==> src/ppi_pkg.sv <==
// Package for the port integration block: register offsets, widths,
// reset values and pin positions shared by the design and its tests.
// Assumes an 8-bit register port with a 9-bit byte address.
package ppi_pkg;

    // Register port geometry
    localparam int unsigned ADDR_W = 9;
    localparam int unsigned DATA_W = 8;

    // Register offsets
    localparam logic [8:0] OFS_PORT_A_DATA     = 9'h000;
    localparam logic [8:0] OFS_PORT_A_DIR      = 9'h002;
    localparam logic [8:0] OFS_PORT_C_DATA     = 9'h004;
    localparam logic [8:0] OFS_PORT_D_DATA     = 9'h005;
    localparam logic [8:0] OFS_PORT_C_DIR      = 9'h006;
    localparam logic [8:0] OFS_PORT_D_DIR      = 9'h007;
    localparam logic [8:0] OFS_RSVD_LOW_FIRST  = 9'h008;
    localparam logic [8:0] OFS_RSVD_LOW_LAST   = 9'h019;
    localparam logic [8:0] OFS_PORT_A_IN       = 9'h120;
    localparam logic [8:0] OFS_RSVD_SINGLE     = 9'h121;
    localparam logic [8:0] OFS_PORT_A_DRIVE    = 9'h122;
    localparam logic [8:0] OFS_RSVD_HIGH_FIRST = 9'h123;
    localparam logic [8:0] OFS_RSVD_HIGH_LAST  = 9'h17f;

    // Port widths
    localparam int unsigned PA_W = 6;
    localparam int unsigned PC_W = 2;
    localparam int unsigned PD_W = 8;
    localparam int unsigned SPI_W = 4;
    localparam int unsigned PIN_W = 16;

    // Pin positions inside the sampled pin vector {pd, pc, pa}
    localparam int unsigned PIN_PA_LSB = 0;
    localparam int unsigned PIN_PC_LSB = 6;
    localparam int unsigned PIN_PD_LSB = 8;

    // Port C pin roles while the die link owns them
    localparam int unsigned PC_CLK_BIT = 0;
    localparam int unsigned PC_INT_BIT = 1;

    // Reset values
    localparam logic [5:0] RST_PORT_A = 6'h00;
    localparam logic [1:0] RST_PORT_C = 2'h0;
    localparam logic [7:0] RST_PORT_D = 8'h00;
    localparam logic [7:0] RST_RDATA  = 8'h00;

endpackage : ppi_pkg

==> src/ppi_port_integration.sv <==
// Port integration logic for ports A, C and D: data, direction, input
// readback and reduced drive registers plus the peripheral pin muxing.
// Assumes a single-clock register port, pads that resolve out/oe, and
// SPI and die link blocks that present their own out/oe per pin.
//
// Contract
// - GPIO direction bit 1 drives the pin, 0 makes it a high-impedance input.
// - A peripheral owning a pin sets its direction; stored direction bit unchanged.
// - Data read gives synced pin where direction 0, stored data where 1.
// - Data writes always store, reach the pin only as GPIO output.
// - Port A input register read-only, returns synced pins 5..0, reset-free.
// - Port A drive bit 1 selects one-sixth drive, 0 full drive.
// - Reduced drive bit has no effect while its pin is an input.
// - Reserved locations read zero; writes to them do nothing.
// - All pins GPIO; all but port A pins 5 and 4 also peripheral.
// - Port A pins 5..0 GPIO, pins 3..0 switchable to the SPI.
// - Port C pin 1 link interrupt in, pin 0 link clock out.
// - Pull-down on port C pin 1 while used as link interrupt input.
// - Link interrupt synchronised; asynchronous bypass in stop mode for wake-up.
// - Port D carries link data: eight bits wide, low four in narrow mode.
// - Port D internal only; pull-downs on lines used as link inputs.
// - Port D direction register, eight bits, read/write anytime, reset zero.
//
// Our own choice: the strobed register port.

`timescale 1ns/1ps

module ppi_port_integration (
    input  wire logic       core_clk,
    input  wire logic       rst,
    // Register port
    input  wire logic [8:0] reg_addr,
    input  wire logic [7:0] reg_wdata,
    input  wire logic       reg_wr,
    input  wire logic       reg_rd,
    output logic      [7:0] reg_rdata,
    // Port A pads
    input  wire logic [5:0] pa_in,
    output logic      [5:0] pa_out,
    output logic      [5:0] pa_oe,
    output logic      [5:0] pa_reduced_drive,
    // SPI side of port A pins 3..0
    input  wire logic       spi_en,
    input  wire logic [3:0] spi_out,
    input  wire logic [3:0] spi_oe,
    output logic      [3:0] spi_in,
    // Port C pads
    input  wire logic [1:0] pc_in,
    output logic      [1:0] pc_out,
    output logic      [1:0] pc_oe,
    output logic            pc_pin1_pulldown,
    // Port D internal lines
    input  wire logic [7:0] pd_in,
    output logic      [7:0] pd_out,
    output logic      [7:0] pd_oe,
    output logic      [7:0] pd_pulldown,
    // Die link side
    input  wire logic       d2d_en,
    input  wire logic       d2d_wide,
    input  wire logic       stop_mode,
    input  wire logic       die_link_clock_out,
    input  wire logic [7:0] d2d_dat_out,
    input  wire logic [7:0] d2d_dat_oe,
    output logic      [7:0] d2d_dat_in,
    output logic            die_link_interrupt_in,
    output logic            die_link_interrupt_wake
);

    // Readback mix: stored data where output, synced pin where input
    function automatic logic [7:0] port_read(input logic [7:0] data,
                                             input logic [7:0] dir,
                                             input logic [7:0] pins);
        port_read = (data & dir) | (pins & ~dir);
    endfunction

    // Address decode for the reserved windows
    function automatic logic is_reserved(input logic [8:0] a);
        is_reserved = (a == 9'h001) || (a == 9'h003)
                   || (a >= ppi_pkg::OFS_RSVD_LOW_FIRST && a <= ppi_pkg::OFS_RSVD_LOW_LAST)
                   || (a == ppi_pkg::OFS_RSVD_SINGLE)
                   || (a >= ppi_pkg::OFS_RSVD_HIGH_FIRST && a <= ppi_pkg::OFS_RSVD_HIGH_LAST);
    endfunction

    logic [5:0]  port_a_data_q;
    logic [5:0]  port_a_dir_q;
    logic [5:0]  port_a_drive_strength_q;
    logic [1:0]  port_c_data_q;
    logic [1:0]  port_c_direction_q;
    logic [7:0]  port_d_data_q;
    logic [7:0]  port_d_direction_q;
    logic [15:0] sync1_q;
    logic [15:0] sync2_q;
    logic [15:0] sync3_q;
    logic [15:0] pins_q;
    logic [7:0]  rdata_q;
    logic [7:0]  rdata_d;
    logic [7:0]  pd_owned;
    logic [5:0]  pa_sync;
    logic [1:0]  pc_sync;
    logic [7:0]  pd_sync;

    // Three-stage pin sampler; first stage feeds only the second
    always_ff @(posedge core_clk) begin
        sync1_q <= {pd_in, pc_in, pa_in};
        sync2_q <= sync1_q;
        sync3_q <= sync2_q;
    end

    // Accept a pin change once stages two and three agree, filtering
    // single-cycle glitches; no reset so input readback is reset-free
    always_ff @(posedge core_clk) begin
        for (int i = 0; i < 16; i++) begin
            if (sync2_q[i] == sync3_q[i]) begin
                pins_q[i] <= sync3_q[i];
            end
        end
    end

    assign pa_sync = pins_q[ppi_pkg::PIN_PA_LSB +: 6];
    assign pc_sync = pins_q[ppi_pkg::PIN_PC_LSB +: 2];
    assign pd_sync = pins_q[ppi_pkg::PIN_PD_LSB +: 8];

    // Port A registers
    always_ff @(posedge core_clk) begin
        if (rst) begin
            port_a_data_q           <= ppi_pkg::RST_PORT_A;
            port_a_dir_q            <= ppi_pkg::RST_PORT_A;
            port_a_drive_strength_q <= ppi_pkg::RST_PORT_A;
        end else if (reg_wr) begin
            if (reg_addr == ppi_pkg::OFS_PORT_A_DATA) begin
                port_a_data_q <= reg_wdata[5:0];
            end
            // Direction is stored even while the SPI owns the pins
            if (reg_addr == ppi_pkg::OFS_PORT_A_DIR) begin
                port_a_dir_q <= reg_wdata[5:0];
            end
            if (reg_addr == ppi_pkg::OFS_PORT_A_DRIVE) begin
                port_a_drive_strength_q <= reg_wdata[5:0];
            end
        end
    end

    // Port C and D registers
    always_ff @(posedge core_clk) begin
        if (rst) begin
            port_c_data_q      <= ppi_pkg::RST_PORT_C;
            port_c_direction_q <= ppi_pkg::RST_PORT_C;
            port_d_data_q      <= ppi_pkg::RST_PORT_D;
            port_d_direction_q <= ppi_pkg::RST_PORT_D;
        end else if (reg_wr) begin
            if (reg_addr == ppi_pkg::OFS_PORT_C_DATA) begin
                port_c_data_q <= reg_wdata[1:0];
            end
            if (reg_addr == ppi_pkg::OFS_PORT_C_DIR) begin
                port_c_direction_q <= reg_wdata[1:0];
            end
            if (reg_addr == ppi_pkg::OFS_PORT_D_DATA) begin
                port_d_data_q <= reg_wdata;
            end
            if (reg_addr == ppi_pkg::OFS_PORT_D_DIR) begin
                port_d_direction_q <= reg_wdata;
            end
        end
    end

    // Read decode; reserved and unmapped addresses answer zero
    always_comb begin
        rdata_d = 8'h00;
        unique case (reg_addr)
            ppi_pkg::OFS_PORT_A_DATA: begin
                rdata_d = port_read({2'b00, port_a_data_q}, {2'b00, port_a_dir_q},
                                    {2'b00, pa_sync});
            end
            ppi_pkg::OFS_PORT_A_DIR:   rdata_d = {2'b00, port_a_dir_q};
            ppi_pkg::OFS_PORT_C_DATA: begin
                rdata_d = port_read({6'h00, port_c_data_q}, {6'h00, port_c_direction_q},
                                    {6'h00, pc_sync});
            end
            ppi_pkg::OFS_PORT_D_DATA: begin
                rdata_d = port_read(port_d_data_q, port_d_direction_q, pd_sync);
            end
            ppi_pkg::OFS_PORT_C_DIR:   rdata_d = {6'h00, port_c_direction_q};
            ppi_pkg::OFS_PORT_D_DIR:   rdata_d = port_d_direction_q;
            ppi_pkg::OFS_PORT_A_IN:    rdata_d = {2'b00, pa_sync};
            ppi_pkg::OFS_PORT_A_DRIVE: rdata_d = {2'b00, port_a_drive_strength_q};
            default:                   rdata_d = 8'h00;
        endcase
    end

    // Read data stands for exactly the cycle after the strobe
    always_ff @(posedge core_clk) begin
        if (rst) begin
            rdata_q <= ppi_pkg::RST_RDATA;
        end else begin
            rdata_q <= reg_rd ? rdata_d : 8'h00;
        end
    end

    assign reg_rdata = rdata_q;

    // Port A: pins 5..4 are GPIO only, 3..0 go to the SPI when enabled
    always_comb begin
        pa_out = port_a_data_q;
        pa_oe  = port_a_dir_q;
        if (spi_en) begin
            pa_out[3:0] = spi_out;
            pa_oe[3:0]  = spi_oe;
        end
    end

    // Reduced drive only matters on driven pins
    assign pa_reduced_drive = port_a_drive_strength_q & pa_oe;
    assign spi_in           = pa_sync[3:0];

    // Port C: link clock out on pin 0, link interrupt in on pin 1
    always_comb begin
        pc_out = port_c_data_q;
        pc_oe  = port_c_direction_q;
        if (d2d_en) begin
            pc_out[ppi_pkg::PC_CLK_BIT] = die_link_clock_out;
            pc_oe[ppi_pkg::PC_CLK_BIT]  = 1'b1;
            pc_out[ppi_pkg::PC_INT_BIT] = 1'b0;
            pc_oe[ppi_pkg::PC_INT_BIT]  = 1'b0;
        end
    end

    assign pc_pin1_pulldown      = d2d_en;
    assign die_link_interrupt_in = d2d_en & pc_sync[ppi_pkg::PC_INT_BIT];
    // Unsampled path: the clock is stopped, so only a raw level can wake
    assign die_link_interrupt_wake = d2d_en & stop_mode & pc_in[ppi_pkg::PC_INT_BIT];

    // Port D lines owned by the link: all eight wide, low four narrow
    assign pd_owned = d2d_en ? (d2d_wide ? 8'hff : 8'h0f) : 8'h00;

    always_comb begin
        for (int i = 0; i < 8; i++) begin
            pd_out[i] = pd_owned[i] ? d2d_dat_out[i] : port_d_data_q[i];
            pd_oe[i]  = pd_owned[i] ? d2d_dat_oe[i] : port_d_direction_q[i];
        end
    end

    // Pull-downs on link lines currently acting as inputs
    assign pd_pulldown = pd_owned & ~d2d_dat_oe;
    assign d2d_dat_in  = pd_sync & pd_owned;
endmodule : ppi_port_integration

==> config.mk <==
export PLATFORM = sky130hd
export DESIGN_NAME = ppi_port_integration
export DESIGN_NICKNAME = d
export VERILOG_FILES = /design/src/ppi_pkg.sv /design/src/ppi_port_integration.sv
export SDC_FILE = /design/constraint.sdc
export NUM_CORES = 1
export LEC_CHECK = 0
export ABC_CLOCK_PERIOD_IN_PS = 3050
export BUFFER_PORTS_ARGS = -buffer_cell sky130_fd_sc_hd__clkbuf_2
export CAP_MARGIN = 5
export CELL_PAD_IN_SITES_DETAIL_PLACEMENT = 2
export CELL_PAD_IN_SITES_GLOBAL_PLACEMENT = 2
export CORE_AREA = 2 2 117 119
export DETAILED_ROUTE_END_ITERATION = 6
export DIE_AREA = 0 0 119 121
export GPL_TIMING_DRIVEN = 0
export PLACE_DENSITY = 0.8
export SLEW_MARGIN = 20
export SYNTH_ARGS = -nofsm -noshare
export SYNTH_HDL_FRONTEND = slang
export SYNTH_SLANG_ARGS = --single-unit
==> constraint.sdc <==
create_clock -name core_clk -period 3.05 [get_ports core_clk]
set_input_delay 0.305 -clock core_clk [delete_from_list [all_inputs] [get_ports core_clk]]
set_output_delay 0.305 -clock core_clk [all_outputs]
set_load 0.005 [all_outputs]
==> impl_results.md <==
* Post-synth top flop: dfxtp_1
* Final Core Density at between 40 and 50%
* Worst Setup Slack, final at about 1.1 ns
* Netlist cell types at 40
* Port-buffer cells at about 130
* PwrDens at 527 mW/mm2
* Worst-path clk slew at around 0.070 ns
* Vias in the first global route at around 3700
* CTS Buf Count at 9
* Deepest clock path buffer count at 2
* DR WL/cell at approximately 19 um
* First-pass GRT wire length at 21100 um
* Critical Path AT at approximately 1.7 ns
* Most common cell in the netlist: dfxtp_1
* ANT nets after route at 0
* Post-Place Setup Slack at 0.826 ns
* Post-CTS Repair Setup Buffers at 0
* Pre-Repair DR Iteration Count at 4
* Final period utilization at between 60 and 70%
* Layout area overhead at 26.4%
* Crit start category: input port
* Die width at 119 um
* Layout cell share with drive strength beyond 1 at roughly two fifths
* Initial antenna violation count at 1
* WP data required at 2.74 ns
* CTS sink cnt at 110
* Fmax at ~500 MHz
* Rel. slew slack at roughly two fifths
* Met3 Use GR at under 10%
* Final non-filler cell total at 715
* DR vias at approximately 3400
* Setup CP Type: in -> out
* Flops & latches, synth at 110
* Ys async rst share at 0%
* Initial Util at 33.6%
* Post-CTS sizing at 0
* Crit path time final at between 1.5 and 2 ns
* Grt met2 use at between 30% and 40%
* Met1 GRT Util at between 20 and 25%
* Min-Delay Path Class: in -> reg
* Root Driver: clkbuf_16
* Cell Rows at 42
* Core box area at approximately 0.013 mm2
* Max-slew violations at 0
* Largest net degree at the start of global routing at 17
* Post-synth EDFFs at 16
* Die ar. at between 0.01 and 0.015 mm2
* Synth Instances at 391
* # hold bufs at CTS at 0
* Clock latency on the worst-skew pair at ~0.35 ns
* Die Y at roughly 120 um
* Remaining Overflow, GRT at 0
* Synth top area share at 42.8%
* Status: finished, final reports clean
* Synthesized area at around 0.0044 mm2
* Post-synth top cells: dfxtp_1 (94), mux2i_1 (38), nor2_1 (36)
* CTS tree: yes
* Critical path endpoint category: output port
* Least-Margin Pin Slew at between 0.8 and 0.9 ns
* Placed insts at ~700
* WHS at ~0.046 ns
* Final net count at ~600
* Unrepaired setup endpoints after global routing: no
* Routability cong. at around 0.8
* Worst-path fanout max at 10
* Final setup fails at 0
* Worst vdd ir at between 300 and 400 uV
* # IOs at approximately 140
* DR iter-0 viols at ~140
* DRC viols at 0
* Synth top area cells: dfxtp_1 (43%), edfxtp_1 (11%), mux2i_1 (8.7%)
* Syn nets at approximately 460
* Post-synth top area cell: dfxtp_1
* DR vias/cell at 4.79
* Dpl hpwl at approximately 10000 um
* Max Clock Skew at 0.00709 ns
* Syn Area/Cell at between 10 and 15 um2
* Final Hold Fails at 0
* H-tree Lvls at 3
* Max_cap viols at 0
* Post-synthesis sequential area ratio at a little over half
* WL final at roughly 13000 um
* Pleak at between 2 and 2.5 nW
* Setup TNS at 0 ns
* YS warnings at 0
* Total Routing Usage GR at 19.4%
* Busiest grt layer: met2
-- where the power goes --
| group | total, W | switching (W) | internal [W] |
|---|---|---|---|
| Clock | 0.00113 | 0.000505 | 0.000621 |
| Combinational | 0.000246 | 0.000120 | 0.000126 |
| Sequential | 0.00155 | 0.0000288 | 0.00153 |
| Total | 0.00293 | 0.000653 | 0.00227 |
-- layout make-up --
cell class	count	area (um2)
Antenna cell	1	2.50
Buffer	26	151
Clock buffer	15	278
Clock inverter	1	5.00
Fill cell	1401	7530
Multi-Input combinational cell	255	1880
Sequential cell	110	2360
Tap cell	176	220
Timing Repair Buffer	131	656
-- kinds of logic after synthesis --
| family | count (synthesis) | synth area share (%) |
|---|---|---|
| simple gates | 126 | 17.4 |
| flops | 110 | 53.8 |
| mux | 69 | 16.6 |
| compound gates | 44 | 5.61 |
| buf+inv | 26 | 3.45 |
| xor+xnor | 16 | 3.19 |
-- sequential cells by signal (all words and copies together), names as in the netlist, 8 cells and up --
name	cells
sync2_q	16
port_d_data_q	8
sync3_q	16
port_d_direction_q	8
sync1_q	16
reg_rdata	8
pins_q	16
-- cell usage in the layout (no fill, tap or decap), drive strengths merged, types with 4 or more instances in the layout --
master    n
nor2     36
a21oi    12
and3      6
nor2b     7
o21ai    21
xnor2    16
nand2    12
edfxtp   16
nand2b   21
clkbuf  157
nand4     4
dfxtp    94
mux2     31
or3b     14
mux2i    38
and2     12
buf      14
-- per-layer routing --
metal / share of wire, % / vias to the layer above / wire, um
met5: 0 / - / 0
met1: 41 / 1692 / 5520
met3: 4.2 / 16 / 566
li1: - / 1634 / -
met2: 52 / 80 / 6930
met4: 2.3 / 0 / 300
-- worst paths after layout --
path	startpoint	to	slack, ns	cells after the start
worst max-delay path	d2d_en	pc_out[0]	1.08	4
worst min-delay path	pd_in[0]	sync1_q[8]$_DFF_P_	0.05	1
worst max register to register	pins_q[1]$_DFFE_PN_	reg_rdata[1]$_SDFF_PP0_	1.48	4
worst min register to register	sync1_q[1]$_DFF_P_	sync2_q[1]$_DFF_P_	0.33	0
-- per-stage QoR --
stage               power [W]  cell area [um2]
finish                0.00293             5550
global route          0.00304             5550
CTS                   0.00297             5550
detailed placement    0.00184             5270
global placement      0.00182             5270
floorplan             0.00170             4390
-- worst max-delay path: stages --
cell and delay, ns:
clkbuf_1 0.36, clkbuf_1 0.48, mux2_2 0.40, clkbuf_2 0.11
No activity file was read; power rests on OpenSTA's default activity.
